[config.mk]
export PLATFORM = sky130hd
export DESIGN_NAME = pll_clock_synthesis
export DESIGN_NICKNAME = d
export VERILOG_FILES = /design/src/core/pll_pkg.sv /design/src/core/pin_sync.sv /design/src/core/edge_divider.sv /design/src/core/pll_clock_synthesis.sv
export SDC_FILE = /design/constraint.sdc
export NUM_CORES = 1
export LEC_CHECK = 0
export ABC_AREA = 1
export BUFFER_PORTS_ARGS = -buffer_cell sky130_fd_sc_hd__buf_2
export CORE_ASPECT_RATIO = 1.2
export CORE_MARGIN = 2
export CORE_UTILIZATION = 30
export DETAILED_ROUTE_END_ITERATION = 6
export PLACE_DENSITY = 0.52
export SLEW_MARGIN = 20
export SYNTH_ARGS = -nofsm -noshare
export SYNTH_HDL_FRONTEND = slang
export SYNTH_SLANG_ARGS = --single-unit
[constraint.sdc]
create_clock -name clk -period 8.39 [get_ports clk]
set_input_delay 1.678 -clock clk [delete_from_list [all_inputs] [get_ports clk]]
set_output_delay 1.678 -clock clk [all_outputs]
set_load 0.1 [all_outputs]
[src/core/pll_pkg.sv]
// Package of constants for the clock synthesis loop
// What this block does
// - At most eight loops, one copy each
// - Reference from own pin, primary on own net
// - Divided secondary drives the neighbouring net
// - Loop reset from fabric or dedicated pin
// - Feedback from pin or internal net tap
// - Lock indication driven straight into fabric
// - Input divider divides the reference
// - Feedback divider multiplies synthesized frequency
// - Post divider lets oscillator run faster
// - Secondary divider used only when enabled
// - Delay on reference or feedback path
package pll_pkg;
    localparam int MAX_LOOPS = 8;
    // ----------------------------------------
    // Register offsets
    // ----------------------------------------
    localparam logic [7:0] ADDR_CTRL = 8'h00;
    localparam logic [7:0] ADDR_DIV_IN = 8'h04;
    localparam logic [7:0] ADDR_DIV_FB = 8'h08;
    localparam logic [7:0] ADDR_DIV_POST = 8'h0C;
    localparam logic [7:0] ADDR_DIV_SEC = 8'h10;
    localparam logic [7:0] ADDR_DELAY = 8'h14;
    localparam logic [7:0] ADDR_STATUS = 8'h18;
    // ----------------------------------------
    // Control and status fields
    // ----------------------------------------
    localparam int CTRL_W = 5;
    localparam int CTRL_RST_PIN = 0;
    localparam int CTRL_FB_PIN = 1;
    localparam int CTRL_SEC_EN = 2;
    localparam int CTRL_DLY_FB = 3;
    localparam int CTRL_SOFT_RST = 4;
    localparam logic [CTRL_W-1:0] CTRL_RESET = 5'h00;
    localparam int DIV_RESET = 1;
    localparam int DELAY_RESET = 0;
    localparam int STAT_LOCK = 0;
    localparam int STAT_IN_RST = 1;
    // ----------------------------------------
    // Oscillator and lock detector
    // ----------------------------------------
    localparam int NCO_W = 16;
    localparam logic [NCO_W-1:0] STEP_RESET = 16'h0400;
    localparam logic [NCO_W-1:0] STEP_GAIN = 16'h0100;
    localparam logic [NCO_W-1:0] STEP_MAX = 16'h7FFF;
    localparam int LOCK_CNT_W = 4;
    localparam logic [LOCK_CNT_W-1:0] LOCK_COUNT = 4'h8;
endpackage : pll_pkg

[src/core/pin_sync.sv]
// Two-stage synchroniser for pin inputs
`timescale 1ns/1ns
module pin_sync #(
    parameter int WIDTH = 1
) (
    input wire logic clk, // System clock
    input wire logic rst_b, // Synchronous reset, active low
    input wire logic [WIDTH-1:0] d_in, // Asynchronous inputs
    output logic [WIDTH-1:0] d_out // Synchronised outputs
);
    logic [WIDTH-1:0] meta_q;
    logic [WIDTH-1:0] sync_q;

    always_ff @(posedge clk) begin
        if (!rst_b) begin
            meta_q <= '0;
            sync_q <= '0;
        end else begin
            meta_q <= d_in;
            sync_q <= meta_q;
        end
    end

    assign d_out = sync_q;
endmodule : pin_sync

[src/core/edge_divider.sv]
// Divider counting rising edges of a level
`timescale 1ns/1ns
module edge_divider #(
    parameter int W = 8
) (
    input wire logic clk, // System clock
    input wire logic rst_b, // Synchronous reset, active low
    input wire logic clr, // Holds the divider cleared
    input wire logic [W-1:0] div, // Division ratio, zero acts as one
    input wire logic in_level, // Level to divide
    output logic tick, // Pulse once per div rising edges
    output logic level // Divided level
);
    logic prev_q;
    logic [W-1:0] cnt_q;
    logic [W-1:0] cnt_d;
    logic [W-1:0] d_eff;
    logic rise;
    logic last;

    assign d_eff = (div == '0) ? W'(1) : div;
    assign rise = in_level & ~prev_q;
    // Compare with >= so a shrinking ratio cannot strand the count
    assign last = (cnt_q >= d_eff - W'(1));
    assign cnt_d = rise ? (last ? '0 : cnt_q + W'(1)) : cnt_q;

    always_ff @(posedge clk) begin
        if (!rst_b || clr) begin
            prev_q <= 1'b0;
            cnt_q <= '0;
            tick <= 1'b0;
            level <= 1'b0;
        end else begin
            prev_q <= in_level;
            cnt_q <= cnt_d;
            tick <= rise & last;
            level <= (d_eff == W'(1)) ? in_level : (cnt_d < (d_eff >> 1));
        end
    end
endmodule : edge_divider

[src/core/pll_clock_synthesis.sv]
// Digital model of one clock synthesis loop with register port
//
// Our own choices: the register addresses and the plain strobed port.
`timescale 1ns/1ns
module pll_clock_synthesis #(
    parameter int LOOP_INDEX = 0,
    parameter int DIV_W = 8,
    parameter int DLY_TAPS = 16
) (
    input wire logic clk, // System clock, 25 MHz
    input wire logic rst_b, // Synchronous reset, active low
    input wire logic global_clock_pin_zero, // Reference clock pin
    input wire logic loop_feedback_in, // Feedback pin
    input wire logic loop_reset_pin, // Loop reset pin, active high
    input wire logic loop_reset_fabric, // Loop reset from routing, active high
    input wire logic [7:0] addr, // Register byte address
    input wire logic [31:0] wdata, // Write data
    input wire logic wr, // Write strobe
    input wire logic rd, // Read strobe
    output logic [31:0] rdata, // Read data, cycle after rd
    output logic global_clock_net_zero, // Primary clock net
    output logic global_clock_net_one, // Secondary clock net
    output logic loop_lock // Lock indication to fabric
);
    localparam int DLY_SEL_W = $clog2(DLY_TAPS);

    // ----------------------------------------
    // Pin synchronisers
    // ----------------------------------------
    logic [3:0] pins_s;
    logic ref_s;
    logic fb_pin_s;
    logic rst_pin_s;
    logic rst_fab_s;

    pin_sync #(.WIDTH(4)) u_sync (
        .clk(clk),
        .rst_b(rst_b),
        .d_in({loop_reset_fabric, loop_reset_pin, loop_feedback_in, global_clock_pin_zero}),
        .d_out(pins_s)
    );

    assign ref_s = pins_s[0];
    assign fb_pin_s = pins_s[1];
    assign rst_pin_s = pins_s[2];
    assign rst_fab_s = pins_s[3];

    // ----------------------------------------
    // Register file
    // ----------------------------------------
    logic [pll_pkg::CTRL_W-1:0] ctrl_q;
    logic [DIV_W-1:0] div_in_q;
    logic [DIV_W-1:0] div_fb_q;
    logic [DIV_W-1:0] div_post_q;
    logic [DIV_W-1:0] div_sec_q;
    logic [DLY_SEL_W-1:0] dly_q;
    logic [31:0] rdata_q;
    logic loop_rst_q;
    logic lock_q;
    logic net_zero_q;
    logic net_one_q;

    always_ff @(posedge clk) begin
        if (!rst_b) begin
            ctrl_q <= pll_pkg::CTRL_RESET;
            div_in_q <= DIV_W'(pll_pkg::DIV_RESET);
            div_fb_q <= DIV_W'(pll_pkg::DIV_RESET);
            div_post_q <= DIV_W'(pll_pkg::DIV_RESET);
            div_sec_q <= DIV_W'(pll_pkg::DIV_RESET);
            dly_q <= DLY_SEL_W'(pll_pkg::DELAY_RESET);
        end else if (wr) begin
            case (addr)
                pll_pkg::ADDR_CTRL: ctrl_q <= wdata[pll_pkg::CTRL_W-1:0];
                pll_pkg::ADDR_DIV_IN: div_in_q <= wdata[DIV_W-1:0];
                pll_pkg::ADDR_DIV_FB: div_fb_q <= wdata[DIV_W-1:0];
                pll_pkg::ADDR_DIV_POST: div_post_q <= wdata[DIV_W-1:0];
                pll_pkg::ADDR_DIV_SEC: div_sec_q <= wdata[DIV_W-1:0];
                pll_pkg::ADDR_DELAY: dly_q <= wdata[DLY_SEL_W-1:0];
                default: ;
            endcase
        end
    end

    // Read data stands for one cycle only, unmapped reads zero
    always_ff @(posedge clk) begin
        if (!rst_b || !rd) begin
            rdata_q <= '0;
        end else begin
            case (addr)
                pll_pkg::ADDR_CTRL: rdata_q <= 32'(ctrl_q);
                pll_pkg::ADDR_DIV_IN: rdata_q <= 32'(div_in_q);
                pll_pkg::ADDR_DIV_FB: rdata_q <= 32'(div_fb_q);
                pll_pkg::ADDR_DIV_POST: rdata_q <= 32'(div_post_q);
                pll_pkg::ADDR_DIV_SEC: rdata_q <= 32'(div_sec_q);
                pll_pkg::ADDR_DELAY: rdata_q <= 32'(dly_q);
                pll_pkg::ADDR_STATUS: rdata_q <= 32'({loop_rst_q, lock_q});
                default: rdata_q <= '0;
            endcase
        end
    end

    // ----------------------------------------
    // Loop reset and path selection
    // ----------------------------------------
    always_ff @(posedge clk) begin
        if (!rst_b) begin
            loop_rst_q <= 1'b1;
        end else begin
            loop_rst_q <= ctrl_q[pll_pkg::CTRL_SOFT_RST] |
                (ctrl_q[pll_pkg::CTRL_RST_PIN] ? rst_pin_s : rst_fab_s);
        end
    end

    logic fb_raw;
    logic dly_in;
    logic dly_out;
    logic ref_level;
    logic fb_level;
    logic [DLY_TAPS-1:0] dly_line_q;

    assign fb_raw = ctrl_q[pll_pkg::CTRL_FB_PIN] ? fb_pin_s : net_zero_q;
    assign dly_in = ctrl_q[pll_pkg::CTRL_DLY_FB] ? fb_raw : ref_s;

    always_ff @(posedge clk) begin
        if (!rst_b) begin
            dly_line_q <= '0;
        end else begin
            dly_line_q <= {dly_line_q[DLY_TAPS-2:0], dly_in};
        end
    end

    // Delay on feedback advances the output, on reference retards it
    assign dly_out = dly_line_q[dly_q];
    assign ref_level = ctrl_q[pll_pkg::CTRL_DLY_FB] ? ref_s : dly_out;
    assign fb_level = ctrl_q[pll_pkg::CTRL_DLY_FB] ? dly_out : fb_raw;

    // ----------------------------------------
    // Oscillator and dividers
    // ----------------------------------------
    logic [pll_pkg::NCO_W-1:0] acc_q;
    logic [pll_pkg::NCO_W-1:0] step_q;
    logic [2*DIV_W-1:0] ref_ratio;
    logic vco_level;
    logic ref_tick;
    logic fb_tick;
    logic prim_level;
    logic sec_level;

    always_ff @(posedge clk) begin
        if (!rst_b || loop_rst_q) begin
            acc_q <= '0;
        end else begin
            acc_q <= acc_q + step_q;
        end
    end
    assign vco_level = acc_q[pll_pkg::NCO_W-1];
    assign ref_ratio = (2*DIV_W)'(div_in_q | DIV_W'(div_in_q == '0)) *
        (2*DIV_W)'(div_post_q | DIV_W'(div_post_q == '0));
    edge_divider #(.W(2*DIV_W)) u_div_in (
        .clk(clk),
        .rst_b(rst_b),
        .clr(loop_rst_q),
        .div(ref_ratio),
        .in_level(ref_level),
        .tick(ref_tick),
        .level()
    );

    edge_divider #(.W(DIV_W)) u_div_post (
        .clk(clk),
        .rst_b(rst_b),
        .clr(loop_rst_q),
        .div(div_post_q),
        .in_level(vco_level),
        .tick(),
        .level(prim_level)
    );

    edge_divider #(.W(DIV_W)) u_div_fb (
        .clk(clk),
        .rst_b(rst_b),
        .clr(loop_rst_q),
        .div(div_fb_q),
        .in_level(fb_level),
        .tick(fb_tick),
        .level()
    );

    edge_divider #(.W(DIV_W)) u_div_sec (
        .clk(clk),
        .rst_b(rst_b),
        .clr(loop_rst_q | ~ctrl_q[pll_pkg::CTRL_SEC_EN]),
        .div(div_sec_q),
        .in_level(net_zero_q),
        .tick(),
        .level(sec_level)
    );

    // ----------------------------------------
    // Frequency detector and lock
    // ----------------------------------------
    logic [1:0] fb_cnt_q;
    logic [pll_pkg::LOCK_CNT_W-1:0] lock_cnt_q;

    always_ff @(posedge clk) begin
        if (!rst_b || loop_rst_q) begin
            fb_cnt_q <= 2'h0;
        end else if (ref_tick) begin
            fb_cnt_q <= {1'b0, fb_tick};
        end else if (fb_tick && fb_cnt_q != 2'h3) begin
            fb_cnt_q <= fb_cnt_q + 2'h1;
        end
    end

    // One feedback tick per divided reference tick is the target
    always_ff @(posedge clk) begin
        if (!rst_b || loop_rst_q) begin
            step_q <= pll_pkg::STEP_RESET;
        end else if (ref_tick) begin
            if (fb_cnt_q == 2'h0 && step_q <= pll_pkg::STEP_MAX - pll_pkg::STEP_GAIN) begin
                step_q <= step_q + pll_pkg::STEP_GAIN;
            end else if (fb_cnt_q > 2'h1 && step_q > pll_pkg::STEP_GAIN) begin
                step_q <= step_q - pll_pkg::STEP_GAIN;
            end
        end
    end

    always_ff @(posedge clk) begin
        if (!rst_b || loop_rst_q) begin
            lock_cnt_q <= '0;
        end else if (ref_tick) begin
            if (fb_cnt_q != 2'h1) begin
                lock_cnt_q <= '0;
            end else if (lock_cnt_q != pll_pkg::LOCK_COUNT) begin
                lock_cnt_q <= lock_cnt_q + 1'b1;
            end
        end
    end

    always_ff @(posedge clk) begin
        if (!rst_b || loop_rst_q) begin
            lock_q <= 1'b0;
        end else begin
            lock_q <= (lock_cnt_q == pll_pkg::LOCK_COUNT);
        end
    end

    // ----------------------------------------
    // Output nets
    // ----------------------------------------
    always_ff @(posedge clk) begin
        if (!rst_b || loop_rst_q) begin
            net_zero_q <= 1'b0;
            net_one_q <= 1'b0;
        end else begin
            net_zero_q <= prim_level;
            net_one_q <= ctrl_q[pll_pkg::CTRL_SEC_EN] & sec_level;
        end
    end

    assign rdata = rdata_q;
    assign global_clock_net_zero = net_zero_q;
    assign global_clock_net_one = net_one_q;
    assign loop_lock = lock_q;
endmodule : pll_clock_synthesis

==> impl_metrics.ini <==
[setup_path]
cp_top_family = adder cells
cp.depth = 37
arrival_ps = 7740
path_common_cell = nand2_1
startpoint = div_in_q[3]
rr_worst_depth = 37
required_ps = 8760
end_kind = flip-flop
crit_buf_inv = 4
cpMaxStageDelayCell = fa_1
worstSetupStartpointType = flip-flop
r2r_start = div_in_q[3]
critPathKind = flip-flop to flip-flop
cp_max_fo = 17
critPathMaxStageDelay_ps = 540

[min_path]
hold_path_depth = 2
hold_start = u_sync.meta_q[3]
hold_class = flip-flop to flip-flop

[floorplan]
dieHeight_um = 219
rows = 78
start_util_pct = 30.5
core_area_mm2 = 0.0378
dieArea_mm2 = 0.0399
dieWidth_um = 183
pin_count = 83

[routing]
wire_per_inst_um = 13.0
postRouteAntennaNets = 0
wirelength_mm = 27.9
drc = 0
vias_per_cell = 4.67
vias = 10000
firstDrtPassIters = 5
drtIter0Drc = 514

[synth]
netlist_instances = 1632
yosysWarningCount = 0
ys_types = 57
yosysSeqAreaShare_pct = 25.6
synth-seq-cells = 147
yosys-top-cells-area = dfxtp_1, ha_1, nand2_1
async_flop_share_pct = 0
avgSynthCellArea_um2 = 7.05
synthFlopType = dfxtp_1
yosysTopAreaCell = dfxtp_1
synth_top_area_share_pct = 25.6
synth_enable_flop_cells = 0
synth_area_mm2 = 0.0115

[timing]
fin_crit_ps = 7370
final_hold_viol_count = 0
clock_skew_ps = 13.4
period_share_pct = 87.8
rsz0062_at_grt = no
tns_ps = 0
drv_slew = 0
setup_viol = 0
fmax_mhz = 136
relSlewSlack_pct = 45.4
tightest_slew_ps = 818

[clocking]
clk_pin_slew_ps = 70
cts_tree = done
cts_setup_buffers = 0
cts_resized = 0
cts_root_buf = clkbuf_16
cts_sinks = 147
numCtsBuffers = 17
htreeDepth = 4
clock_latency_ps = 440
clockBufferDepth = 2
hold_buffers = 0

[pwr]
ir_worst_vdd_v = 0.000137
total_power_w = 0.00161
p_leak_nw = 5.96
p_per_area_mw_per_mm2 = 127

[grt]
grt_pass1_wl_mm = 47.4
first_global_vias = 9840
overflow = 0
antenna_found_initial = 0
grt_usage_pct = 14.7
grt_max_degree = 69

[job]
max_cap_viol_count = 0

[cells_and_area]
multi_input_area_mm2 = 0.00715
seq_area_mm2 = 0.00294
n_fill_cell = 4027
drive_gt1_share_pct = 8.66
area_growth_syn_to_layout_pct = 9.90
final_cells = 2143
antenna_cells = 0
finalCoreUtilization_pct = 33.5
top_regs = dly_line_q: 16 flops, u_div_in.cnt_q: 16 flops
layout.nets = 1850

[placed_design]
gp_congestion = 0.890
hpwl_mm = 21.7
io_buffers = 34
dpl.cell_count = 2113

[outcome]
outcome = finished, final reports clean
==> worst paths after layout <==
kind                        endpoint  slack [ps]
setup reg to reg  u_div_in.cnt_q[15]        1020
hold / removal       u_sync.d_out[3]         420
hold reg to reg      u_sync.d_out[3]         420
setup / recovery  u_div_in.cnt_q[15]        1020
==> placed cells by master (no fill, tap or decap), types with 3 or more instances in the layout <==
cell type	instances
a211oi_1	3
a21o_1	6
a21oi_1	108
a21oi_2	9
a31oi_1	5
a41oi_1	4
buf_2	34
buf_4	8
bufinv_16	3
clkbuf_16	17
clkinv_1	4
conb_1	24
dfxtp_1	147
fa_1	37
ha_1	113
inv_1	282
inv_2	9
inv_8	3
nand2_1	330
nand2_2	12
nand3_1	80
nand3_2	16
nand4_1	26
nor2_1	151
nor2_2	5
nor2_4	3
nor3_1	29
nor3_2	3
nor4_1	7
o211ai_1	13
o211ai_2	3
o21ai_0	71
o21ai_1	11
or2_2	3
xnor2_1	13
xor2_1	37
==> kinds of logic (layout without fill, tap and decap cells) <==
| kind of cell | count (synthesis) | after routing | synth area share (%) |
|---|---|---|---|
| AND/OR/NAND/NOR | 677 | 677 | 26.2 |
| buffers and inverters | 359 | 367 | 13.0 |
| AO/OA/AOI/OAI | 247 | 247 | 12.5 |
| adder cells (fa/ha/maj) | 150 | 150 | 18.7 |
| flip-flops | 147 | 147 | 25.6 |
| XOR/XNOR | 51 | 51 | 3.95 |
| other | 1 | 24 | 0.0326 |
==> stage by stage <==
stage,setup WS [ps],instance area (um^2),hold WS (ps)
6_report,1020,12600,416
5_1_grt,294,12600,437
4_1_cts,909,12600,420
3_5_place_dp,931,12000,404
3_3_place_gp,898,12000,397
2_1_floorplan,2030,11600,390
==> cells in the mapped netlist, types with 13 or more instances <==
library cell and number:
nand2_1 330, inv_1 282, nor2_1 151, dfxtp_1 147, ha_1 113, a21oi_1 108
nand3_1 80, o21ai_0 71, fa_1 37, xor2_1 37, nor3_1 29, buf_4 26
nand4_1 26, clkbuf_1 18, nand3_2 16, o211ai_1 13, xnor2_1 13
==> metal layers <==
layer | up-vias | share of wire, % | global-route usage (%)
li1 | 5207 | - | -
met1 | 4613 | 46 | 17.5
met2 | 148 | 49 | 26.3
met3 | 49 | 2.6 | 2.15
met4 | 0 | 3.0 | 5.94
met5 | - | 0 | 0
==> cell type report <==
cell class	instances	area share, %
multi-input combinational	1149	56.5
sequential	147	23.3
inverter	295	8.76
tap	480	4.75
clock buffer	18	3.47
timing repair buffer	42	1.82
clock inverter	12	1.38
==> worst min-delay path, delay by kind of cell (launching register included) <==
| family | cells | cell delay [ps] |
|---|---|---|
| buffers and inverters | 1 | 40 |
| DFF | 1 | 310 |
| and+or+nand+nor | 1 | 50 |
==> where the power goes <==
part           internal (W)  switching, W  total (W)
registers          0.000701    0.00000214   0.000703
clock network      0.000481      0.000327   0.000808
logic             0.0000137     0.0000828  0.0000965
Note: power is estimated with default switching activity, not from simulation.
